$ cat config.mk
export PLATFORM = sky130hd
export DESIGN_NAME = pjac_top
export DESIGN_NICKNAME = d
export VERILOG_FILES = /design/src/pjac_pkg.sv /design/src/pjac_top.sv
export SDC_FILE = /design/constraint.sdc
export NUM_CORES = 1
export LEC_CHECK = 0
export BUFFER_PORTS_ARGS = -buffer_cell sky130_fd_sc_hd__buf_2
export CAP_MARGIN = 30
export CORE_MARGIN = 2
export CORE_UTILIZATION = 41
export CTS_CLUSTER_DIAMETER = 30
export CTS_CLUSTER_SIZE = 12
export DETAILED_ROUTE_END_ITERATION = 7
export HOLD_SLACK_MARGIN = 0.08
export SLEW_MARGIN = 20
export SYNTH_ARGS = -nofsm -noshare
export SYNTH_HDL_FRONTEND = slang
export SYNTH_SLANG_ARGS = --single-unit
export TNS_END_PERCENT = 100
$ cat constraint.sdc
create_clock -name CLK_SYS -period 6.31 [get_ports CLK_SYS]
set_clock_uncertainty 0.2 [all_clocks]
set_input_delay 0.3155 -clock CLK_SYS [delete_from_list [all_inputs] [get_ports CLK_SYS]]
set_output_delay 0.3155 -clock CLK_SYS [all_outputs]
set_load 0.02 [all_outputs]
$ cat src/pjac_pkg.sv
// Package for the jitter approach configuration block.
// Assumes a 32-bit AXI4-Lite master and a single 100 MHz system clock.
package pjac_pkg;
  // Register byte offsets
  localparam logic [7:0] OFF_REJECT = 8'h00;
  localparam logic [7:0] OFF_TRIG_STEP = 8'h04;
  localparam logic [7:0] OFF_ADJ_DRIFT = 8'h08;
  localparam logic [7:0] OFF_LIMIT = 8'h0C;
  localparam logic [7:0] OFF_WR_VALUE = 8'h10;
  localparam logic [7:0] OFF_IRQ_STAT = 8'h14;
  localparam logic [7:0] OFF_IRQ_MASK = 8'h18;
  // Value write targets, selected by bits 18:16 of the value write
  localparam logic [2:0] TGT_PERIOD = 3'h0;
  localparam logic [2:0] TGT_A = 3'h1;
  localparam logic [2:0] TGT_B = 3'h2;
  localparam logic [2:0] TGT_HOLD = 3'h3;
  localparam logic [2:0] TGT_DT_A = 3'h4;
  localparam logic [2:0] TGT_DT_B = 3'h5;
  // Reject flag bit positions
  localparam int BIT_A = 7;
  localparam int BIT_B = 6;
  localparam int BIT_H = 5;
  localparam int BIT_P = 4;
  localparam int BIT_DTB = 1;
  localparam int BIT_DTA = 0;
  // Implemented bits of three registers, and reset constants
  localparam logic [7:0] MASK_REJECT = 8'hF3;
  localparam logic [7:0] MASK_TRIG_STEP = 8'h77;
  localparam logic [7:0] MASK_ADJ_DRIFT = 8'h7F;
  localparam logic [7:0] RST_BYTE = 8'h00;
  localparam logic [15:0] RST_WORD = 16'h0000;
  // Drift codes and bus response codes
  localparam logic [1:0] DRIFT_UP_DOWN = 2'h2;
  localparam logic [1:0] DRIFT_DOWN_UP = 2'h3;
  localparam logic [1:0] RESP_OKAY = 2'h0;
  localparam logic [1:0] RESP_SLVERR = 2'h2;

  // Decoded approach settings handed to the sequencer
  typedef struct packed {
    logic [3:0] trig_per_step;
    logic [4:0] period_step;
    logic [3:0] duty_step;
    logic [3:0] adjust_total;
  } pjac_cfg_t;

  // Settings shown after reset: every working code is zero
  localparam pjac_cfg_t RST_CFG = '{4'h1, 5'h02, 4'h1, 4'h1};

  typedef enum logic [2:0] {
    WR_IDLE = 3'b001,
    WR_RESP = 3'b010,
    WR_HOLD = 3'b100
  } pjac_wst_t;

  typedef struct packed {
    pjac_wst_t wst;
    logic [7:0] waddr;
    logic waddr_ok;
    logic [31:0] wdata;
    logic wdata_ok;
    logic [1:0] bresp;
    logic bvalid;
    logic rvalid;
    logic [31:0] rdata;
    logic [1:0] rresp;
    logic [7:0] reject;
    logic [7:0] trig_step;
    logic [7:0] adj_drift;
    logic limit_en;
    logic [15:0] ceiling;
    logic [15:0] floor_dt;
    logic [15:0] period;
    logic [15:0] tgt_a;
    logic [15:0] tgt_b;
    logic [15:0] hold;
    logic [15:0] dt_a;
    logic [15:0] dt_b;
    logic [2:0] cur_cnt;
    logic [2:0] cur_sa;
    logic [3:0] adj_done;
    logic [1:0] irq_stat;
    logic [1:0] irq_mask;
    logic irq;
    pjac_cfg_t cfg;
    logic adj_last;
    logic awready;
    logic wready;
    logic arready;
  } pjac_state_t;
endpackage : pjac_pkg

$ cat src/pjac_top.sv
// Jitter approach configuration registers with write checking.
// Assumes the approach sequencer drives the section and adjust strobes
// on the system clock.
//
// Implementation choices: the address map and the AXI4-Lite slave port.
`timescale 1ns/1ps
// Summary of operation
// trigger count per step is code plus one
// period step 2(n+1), duty step n+1
// adjustment count is code plus one
// one adjustment updates count, step, dead-times (here count and step codes only)
// unimplemented control bits read as zero
// limit on: reject over-ceiling, set flag
// drift code changes count per section
// count saturates, frozen once target reached
module pjac_top (
  // Clock and reset
  input wire logic CLK_SYS,
  input wire logic SYS_RST,
  // AXI4-Lite write channels
  input wire logic [7:0] S_AXI_AWADDR,
  input wire logic S_AXI_AWVALID,
  output logic S_AXI_AWREADY,
  input wire logic [31:0] S_AXI_WDATA,
  input wire logic [3:0] S_AXI_WSTRB,
  input wire logic S_AXI_WVALID,
  output logic S_AXI_WREADY,
  output logic [1:0] S_AXI_BRESP,
  output logic S_AXI_BVALID,
  input wire logic S_AXI_BREADY,
  // AXI4-Lite read channels
  input wire logic [7:0] S_AXI_ARADDR,
  input wire logic S_AXI_ARVALID,
  output logic S_AXI_ARREADY,
  output logic [31:0] S_AXI_RDATA,
  output logic [1:0] S_AXI_RRESP,
  output logic S_AXI_RVALID,
  input wire logic S_AXI_RREADY,
  // Sequencer side
  input wire logic SEC_T2,
  input wire logic SEC_T3,
  input wire logic TARGET_REACHED,
  input wire logic ADJUST_STEP,
  output pjac_pkg::pjac_cfg_t APPROACH_CFG,
  output logic [2:0] CUR_TRIG_CODE,
  output logic ADJUST_LAST,
  // Interrupt
  output logic IRQ
);
  pjac_pkg::pjac_state_t s_r, s_nxt;
  logic [7:0] raddr;
  logic [31:0] rword;
  logic rhit;
  logic [15:0] val;
  logic over;
  logic [7:0] rej_set;
  logic wok;
  logic [7:0] set_b;

  assign S_AXI_AWREADY = s_r.awready;
  assign S_AXI_WREADY = s_r.wready;
  assign S_AXI_ARREADY = s_r.arready;
  assign S_AXI_BVALID = s_r.bvalid;
  assign S_AXI_BRESP = s_r.bresp;
  assign S_AXI_RVALID = s_r.rvalid;
  assign S_AXI_RDATA = s_r.rdata;
  assign S_AXI_RRESP = s_r.rresp;
  assign IRQ = s_r.irq;
  assign CUR_TRIG_CODE = s_r.cur_cnt;
  assign ADJUST_LAST = s_r.adj_last;
  assign APPROACH_CFG = s_r.cfg;

  // Read decode
  always_comb begin
    raddr = S_AXI_ARADDR;
    rhit = 1'b1;
    rword = 32'h0000_0000;
    case (raddr)
      pjac_pkg::OFF_REJECT: rword = {24'h0, s_r.reject};
      pjac_pkg::OFF_TRIG_STEP:
        rword = {24'h0, s_r.trig_step & pjac_pkg::MASK_TRIG_STEP};
      pjac_pkg::OFF_ADJ_DRIFT:
        rword = {24'h0, s_r.adj_drift & pjac_pkg::MASK_ADJ_DRIFT};
      pjac_pkg::OFF_LIMIT: rword = {s_r.floor_dt, s_r.ceiling};
      pjac_pkg::OFF_WR_VALUE: rword = {s_r.tgt_a, s_r.period};
      pjac_pkg::OFF_IRQ_STAT: rword = {30'h0, s_r.irq_stat};
      pjac_pkg::OFF_IRQ_MASK: rword = {30'h0, s_r.irq_mask};
      default: rhit = 1'b0;
    endcase
  end

  // Value write check against ceiling and dead-time floor
  always_comb begin
    val = s_r.wdata[15:0];
    over = val > s_r.ceiling;
    rej_set = 8'h00;
    wok = 1'b1;
    case (s_r.wdata[18:16])
      pjac_pkg::TGT_PERIOD: rej_set[pjac_pkg::BIT_P] = over;
      pjac_pkg::TGT_A: rej_set[pjac_pkg::BIT_A] = over;
      pjac_pkg::TGT_B: rej_set[pjac_pkg::BIT_B] = over;
      pjac_pkg::TGT_HOLD: rej_set[pjac_pkg::BIT_H] = over;
      pjac_pkg::TGT_DT_A: rej_set[pjac_pkg::BIT_DTA] = val < s_r.floor_dt;
      pjac_pkg::TGT_DT_B: rej_set[pjac_pkg::BIT_DTB] = val < s_r.floor_dt;
      default: wok = 1'b0;
    endcase
    // Dead-time floor is checked always, the ceiling only when limiting
    if (!s_r.limit_en) begin
      rej_set = rej_set & 8'h03;
    end
  end

  // Next state
  always_comb begin
    s_nxt = s_r;
    set_b = 8'h00;
    if (S_AXI_AWVALID && S_AXI_AWREADY) begin
      s_nxt.waddr = S_AXI_AWADDR;
      s_nxt.waddr_ok = 1'b1;
    end
    if (S_AXI_WVALID && S_AXI_WREADY) begin
      s_nxt.wdata = S_AXI_WDATA;
      s_nxt.wdata_ok = 1'b1;
    end
    case (s_r.wst)
      pjac_pkg::WR_IDLE: begin
        if (s_r.waddr_ok && s_r.wdata_ok) begin
          s_nxt.wst = pjac_pkg::WR_RESP;
        end
      end
      pjac_pkg::WR_RESP: begin
        s_nxt.bresp = pjac_pkg::RESP_OKAY;
        case (s_r.waddr)
          pjac_pkg::OFF_TRIG_STEP: begin
            s_nxt.trig_step = s_r.wdata[7:0] & pjac_pkg::MASK_TRIG_STEP;
          end
          pjac_pkg::OFF_ADJ_DRIFT: begin
            s_nxt.adj_drift = s_r.wdata[7:0] & pjac_pkg::MASK_ADJ_DRIFT;
            s_nxt.adj_done = 4'h0;
          end
          pjac_pkg::OFF_LIMIT: begin
            s_nxt.ceiling = s_r.wdata[15:0];
            s_nxt.floor_dt = {1'b0, s_r.wdata[30:16]};
            s_nxt.limit_en = s_r.wdata[31];
          end
          pjac_pkg::OFF_WR_VALUE: begin
            if (!wok) begin
              s_nxt.bresp = pjac_pkg::RESP_SLVERR;
            end else if (rej_set == 8'h00) begin
              case (s_r.wdata[18:16])
                pjac_pkg::TGT_PERIOD: s_nxt.period = val;
                pjac_pkg::TGT_A: s_nxt.tgt_a = val;
                pjac_pkg::TGT_B: s_nxt.tgt_b = val;
                pjac_pkg::TGT_HOLD: s_nxt.hold = val;
                pjac_pkg::TGT_DT_A: s_nxt.dt_a = val;
                default: s_nxt.dt_b = val;
              endcase
            end
            // Flag follows the latest write to its own register
            case (s_r.wdata[18:16])
              pjac_pkg::TGT_PERIOD: s_nxt.reject[pjac_pkg::BIT_P] =
                rej_set[pjac_pkg::BIT_P];
              pjac_pkg::TGT_A: s_nxt.reject[pjac_pkg::BIT_A] =
                rej_set[pjac_pkg::BIT_A];
              pjac_pkg::TGT_B: s_nxt.reject[pjac_pkg::BIT_B] =
                rej_set[pjac_pkg::BIT_B];
              pjac_pkg::TGT_HOLD: s_nxt.reject[pjac_pkg::BIT_H] =
                rej_set[pjac_pkg::BIT_H];
              pjac_pkg::TGT_DT_A: s_nxt.reject[pjac_pkg::BIT_DTA] =
                rej_set[pjac_pkg::BIT_DTA];
              pjac_pkg::TGT_DT_B: s_nxt.reject[pjac_pkg::BIT_DTB] =
                rej_set[pjac_pkg::BIT_DTB];
              default: s_nxt.reject = s_r.reject;
            endcase
            set_b[0] = rej_set != 8'h00;
          end
          pjac_pkg::OFF_IRQ_STAT: begin
            s_nxt.irq_stat = s_r.irq_stat & ~s_r.wdata[1:0];
          end
          pjac_pkg::OFF_IRQ_MASK: s_nxt.irq_mask = s_r.wdata[1:0];
          pjac_pkg::OFF_REJECT: s_nxt.bresp = pjac_pkg::RESP_OKAY;
          default: s_nxt.bresp = pjac_pkg::RESP_SLVERR;
        endcase
        s_nxt.bvalid = 1'b1;
        s_nxt.waddr_ok = 1'b0;
        s_nxt.wdata_ok = 1'b0;
        s_nxt.wst = pjac_pkg::WR_HOLD;
      end
      pjac_pkg::WR_HOLD: begin
        if (S_AXI_BREADY) begin
          s_nxt.bvalid = 1'b0;
          s_nxt.wst = pjac_pkg::WR_IDLE;
        end
      end
      default: s_nxt.wst = pjac_pkg::WR_IDLE;
    endcase
    // Read channel
    if (S_AXI_ARVALID && S_AXI_ARREADY) begin
      s_nxt.rvalid = 1'b1;
      s_nxt.rdata = rword;
      s_nxt.rresp = rhit ? pjac_pkg::RESP_OKAY : pjac_pkg::RESP_SLVERR;
    end else if (s_r.rvalid && S_AXI_RREADY) begin
      s_nxt.rvalid = 1'b0;
    end
    // Working trigger and step codes with section drift
    if (ADJUST_STEP) begin
      s_nxt.cur_cnt = s_r.trig_step[6:4];
      s_nxt.cur_sa = s_r.trig_step[2:0];
      if (s_r.adj_done != 4'hF) begin
        s_nxt.adj_done = s_r.adj_done + 4'h1;
      end
      set_b[1] = ADJUST_LAST;
    end else if (!TARGET_REACHED && (SEC_T2 || SEC_T3)) begin
      if ((s_r.adj_drift[3:2] == pjac_pkg::DRIFT_UP_DOWN) == SEC_T2) begin
        if (s_r.adj_drift[3] && s_r.cur_cnt != 3'h7) begin
          s_nxt.cur_cnt = s_r.cur_cnt + 3'h1;
        end
      end else if (s_r.adj_drift[3] && s_r.cur_cnt != 3'h0) begin
        s_nxt.cur_cnt = s_r.cur_cnt - 3'h1;
      end
      if ((s_r.adj_drift[1:0] == pjac_pkg::DRIFT_UP_DOWN) == SEC_T2) begin
        if (s_r.adj_drift[1] && s_r.cur_sa != 3'h7) begin
          s_nxt.cur_sa = s_r.cur_sa + 3'h1;
        end
      end else if (s_r.adj_drift[1] && s_r.cur_sa != 3'h0) begin
        s_nxt.cur_sa = s_r.cur_sa - 3'h1;
      end
    end
    // Sticky events: set wins over the clear
    s_nxt.irq_stat = s_nxt.irq_stat | set_b[1:0];
    s_nxt.irq = |(s_nxt.irq_stat & s_nxt.irq_mask);
    // Registered outputs, decoded from the next working codes
    s_nxt.cfg.trig_per_step = {1'b0, s_nxt.cur_cnt} + 4'h1;
    s_nxt.cfg.period_step = {1'b0, s_nxt.cur_sa, 1'b0} + 5'h2;
    s_nxt.cfg.duty_step = {1'b0, s_nxt.cur_sa} + 4'h1;
    s_nxt.cfg.adjust_total = {1'b0, s_nxt.adj_drift[6:4]} + 4'h1;
    s_nxt.adj_last = s_nxt.adj_done == {1'b0, s_nxt.adj_drift[6:4]};
    s_nxt.awready = !s_nxt.waddr_ok && s_nxt.wst == pjac_pkg::WR_IDLE;
    s_nxt.wready = !s_nxt.wdata_ok && s_nxt.wst == pjac_pkg::WR_IDLE;
    s_nxt.arready = !s_nxt.rvalid;
  end

  // State register
  always_ff @(posedge CLK_SYS) begin
    if (SYS_RST) begin
      s_r <= '0;
      s_r.wst <= pjac_pkg::WR_IDLE;
      s_r.cfg <= pjac_pkg::RST_CFG;
      s_r.adj_last <= 1'b1;
      s_r.awready <= 1'b1;
      s_r.wready <= 1'b1;
      s_r.arready <= 1'b1;
    end else begin
      s_r <= s_nxt;
    end
  end
endmodule : pjac_top

After elaboration in Yosys (flattened, before gate mapping)
Cells that the tools add are included.

Latch bits: 0. RAM bits: 0. ROM bits: 0. Bits in registers: 266. Memories: 0. Bits of input ports: 63. Output and inout port bits: 63.

Multiplexer cells: 53. Shift operators: 0. $mul: 0. Divide/modulo/power cells: 0. Bitwise operators: 5. $lt $le $gt $ge: 2. Add/subtract/negate cells: 9. Equal/unequal tests: 30. Reductions and logical operators: 46.

Operators with widths (number): $mux 96 (3); $pmux 32 s7 (1); $mux 136 (1); $mux 16 (6); $eq 8x5->1 const B (6); $mux 33 (1); $eq 8x4->1 const B (4); $reduce_and 5->1 (6); $mux 3 (9); $logic_not 8->1 (3); $reduce_and 3->1 (6); $mux 1 (17); $eq 8x3->1 const B (2); $gt 16x16->1 (1); $lt 16x15->1 (1); $mux 8 (2); $add 3x1->4 const B (3); $logic_and 1x1->1 (12); $mux 4 (3); $mux 6 (2); $reduce_or 6->1 (2); $eq 3x1->1 const B (3); $eq 3x2->1 const B (3); $eq 3x3->1 const B (3); 29 further kinds (45).

Depth between registers and ports, before layout
Depth after elaboration: 9. Gate-level depth with buffers: 11. Mapped depth without buffers: 11.

Worst setup path after synthesis
No wires, ideal clock.

Kind: flip-flop to flip-flop. Start: register s_r[268] in the netlist's numbering. End: register s_r, in the netlist APPROACH_CFG[1]. Cell stages (with the launch flop): 9. Setup slack: 3601 ps. Setup time: 126 ps. Arrival time: 2383 ps. Clock period less this slack: 2709 ps. Cell sequence: dfxtp_1 or4_4 nor4b_4 nand3b_1 clkbuf_1 mux2i_1 inv_1 ha_1 nor2b_1.

RTL lines: start, declared (line pjac_top.sv:50) `pjac_pkg::pjac_state_t s_r, s_nxt;`; start signal, assigned (line pjac_top.sv:254) `s_r <= s_nxt;`.

Worst setup path after layout
Start: register s_r[243] in the netlist's numbering. End: register s_r, in the netlist IRQ.

Longest elaborated chain between the ends: 9. Elaborated cells on any way between the ends: 15. Those cells by class: order compare: 2; mux: 9; bitwise: 2; reduce/logical: 2.

Ends and longest elaborated chain: $lt 16x15->1 / $gt 16x16->1 (equally long branches) (line pjac_top.sv:103, pjac_top.sv:104, pjac_top.sv:95); $mux 1 (line pjac_top.sv:98) `case (s_r.wdata[18:16])`; $mux 8 (*) (line pjac_top.sv:108) `if (!s_r.limit_en) begin`; $reduce_bool 8->1 (*) (line pjac_top.sv:175) `set_b[0] = rej_set != 8'h00;`; $mux 1 (*) (line pjac_top.sv:133) `case (s_r.waddr)`; $mux 1 (*) (line pjac_top.sv:125) `case (s_r.wst)`; $or 2x2->2 (*) (line pjac_top.sv:230) `s_nxt.irq_stat = s_nxt.irq_stat | set_b[1:0];`; $and 2x2->2 (*) (line pjac_top.sv:231) `s_nxt.irq = |(s_nxt.irq_stat & s_nxt.irq_mask);`; $reduce_or 2->1 (*) (line pjac_top.sv:231).

Mark *: on every way between the ends. The rest lies on a longest branch, timed or not. A chain may end at the register's enable or synchronous reset.

==> results.py <==
metrics = {
    "logic_synthesis": {
        "synthArstFlopShare": 0,
        "ys_seq_elements": 195,
        "ys_seq_area_frac": 0.415,
        "yosys_warnings": 0,
        "ys_types": 66,
        "syn_area_per_cell_sq_um": 8.05,
        "yosys_most_used_dff": "dfxtp_1",
        "synth_top_area_share": 0.415,
        "netlist_top_cells_area": "dfxtp_1 41%, a21oi_1 8.6%, nand2_1 6.5%, ha_1 5.6%, buf_4 4.5%",
        "synth_area_leader_cell": "dfxtp_1",
        "synth_edf_count": 0,
        "postSynthCellCount": 1170,
        "synth_area_sq_um": 9410,
    },
    "clock_network": {
        "clockBufferDepth": 2,
        "root_buffer": "clkbuf_16",
        "clk_pin_slew_ps": 80,
        "clkLatencyLatePin_ps": 430,
        "clkSinkCount": 195,
        "hold_buffers": 52,
        "cts_htree_levels": 4,
        "postCtsSetupBuffers": 0,
        "cts_buffers": 17,
        "cts.repair.resized": 0,
        "cts_tree": "yes",
    },
    "global_routing": {
        "grt_max_degree": 87,
        "grt_pass1_vias": 7344,
        "grtUsageTotal": 0.201,
        "antenna_found_initial": 0,
        "grt_pass1_wl_mm": 39.2,
        "overflow": 0,
    },
    "route": {
        "ant_nets": 0,
        "wl_per_cell_um": 15.7,
        "routed_wl_mm": 24.1,
        "drc": 0,
        "routed_via_density": 5.35,
        "first_pass_iters": 5,
        "vias": 8206,
        "drtIter0Drc": 524,
    },
    "worst_setup_path": {
        "critical_path_class": "reg2reg",
        "cp_max_fo": 24,
        "crit_chain": "ha_1, nand4_1, nor4_1, a21boi_0, o31a_1, buf_4, a32oi_1, o31ai_1",
        "critPathSlowestCell": "o31a_1",
        "crit_family": "compound AO/OA/AOI/OAI gates",
        "startpoint_type": "register",
        "required_ps": 6450,
        "endpoint_kind": "register",
        "critPathBufInv": 1,
        "cpPeakStageDelay_ps": 550,
        "r2r_slack_ps": 2990,
        "arrival_ps": 3460,
    },
    "timing": {
        "worst_pin_slew_ps": 916,
        "maxSlewHeadroom": 0.390,
        "tns_ps": 0,
        "whs_ps": 100,
        "fin_crit_ps": 3320,
        "rsz0062_at_grt": "no",
        "fin_crit_sh": 0.526,
        "setup_viol": 0,
        "final-hold-violation-count": 0,
        "maxSlewViolCount": 0,
        "max_freq_mhz": 301,
    },
    "finish": {
        "seq_area_sq_um": 3900,
        "final_cell_mix": "195 x dfxtp_1, 164 x nand2_1, 162 x a21oi_1, 117 x buf_2, 101 x nor2_1",
        "nFillCells": 2219,
        "drive_above_1_share": 0.142,
        "syn_to_final_growth_pct": 15.9,
        "mostFrequentLayoutCell": "dfxtp_1",
        "stdcell_area_sq_um": 10900,
        "fin_nets": 1344,
        "multi_input_area_sq_um": 4640,
        "instances_no_fill": 1535,
        "utilization": 0.484,
        "n_antenna_cell": 0,
    },
    "die": {
        "num_rows": 55,
        "die_y_um": 156,
        "die_w_um": 156,
        "dieArea_sq_um": 24200,
        "core_sq_um": 22600,
        "start_util": 0.417,
        "design.portCount": 126,
    },
    "place": {
        "dp_hpwl_mm": 16.5,
        "gp_congestion": 0.820,
        "port_buffers": 118,
        "placed_cells": 1451,
        "placed_cell_area_sq_um": 9780,
    },
    "run": {
        "maxCapViolCount": 0,
    },
    "power": {
        "p_leak_uw": 0.00424,
        "power.density_nw_per_um2": 241,
        "ir_drop_mv": 0.176,
    },
    "worst_hold_path": {
        "worstHoldPathType": "in2reg",
    },
    "outcome": {
        "status": "finished clean",
    },
}
==> per-stage QoR <==
stage,total power [uW],setup slack [ps]
6_report,2630,2990
5_1_grt,2740,2680
4_1_cts,2650,3000
3_5_place_dp,1540,3020
3_3_place_gp,1530,3050
2_1_floorplan,1470,3600
==> sequential cells by signal (all words and copies together) (netlist names) <==
signal         flops
S_AXI_WREADY       1
APPROACH_CFG      12
CUR_TRIG_CODE      3
S_AXI_ARREADY      1
s_r              139
S_AXI_BVALID       1
S_AXI_AWREADY      1
S_AXI_RDATA       32
S_AXI_BRESP        1
S_AXI_RVALID       1
S_AXI_RRESP        1
IRQ                1
ADJUST_LAST        1
==> synthesized netlist by cell type, drive strengths merged (9+ instances only) <==
| cell type | number |
|---|---|
| a21oi | 162 |
| a22oi | 30 |
| buf | 65 |
| clkbuf | 69 |
| dfxtp | 195 |
| ha | 42 |
| inv | 53 |
| mux2i | 26 |
| nand2 | 165 |
| nand3 | 54 |
| nand4 | 9 |
| nor2 | 101 |
| nor2b | 10 |
| nor3 | 10 |
| o21ai | 56 |
==> routing by layer <==
layer / GRT usage / part of all wire / vias up
li1: - / - / 4110
met1: 0.304 / 0.51 / 3874
met2: 0.298 / 0.42 / 199
met3: 0.0331 / 0.053 / 23
met4: 0.0507 / 0.013 / 0
met5: 0 / 0 / -
==> report_power, final <==
part	internal (uW)	total [uW]	switching [uW]
clock	620	1100	480
combinational	102	235	132
sequential	1260	1300	43.1
total	1980	2630	655
==> path summary, 6_finish.rpt <==
kind | cells past startpoint | endpoint | start
hold reg to reg | 2 | s_r[256] | s_r[256]
setup / recovery | 8 | IRQ | s_r[243]
setup reg to reg | 8 | IRQ | s_r[243]
hold / removal | 3 | s_r[260] | S_AXI_AWVALID
==> cell type report <==
type                       instances  share of cell area
clock buffer                      17              0.0390
clock inverter                    13              0.0147
inverter                          53              0.0182
multi-input combinational        790               0.425
sequential                       195               0.358
tap                              285              0.0327
timing repair buffer             182               0.113
==> worst min-delay path: stages <==
cell	delay (ps)
buf_2	150
a21oi_1	150
nor3_1	60
==> cells by family after synthesis <==
logic type,count (synthesis),synth area share
simple gates,398,0.197
compound gates,302,0.186
flops,195,0.415
buf+inv,187,0.0990
fa+ha+maj,42,0.0558
mux,29,0.0324
xor+xnor,16,0.0149
other cells,1,0.000398
No activity file was read; power rests on OpenSTA's default activity.
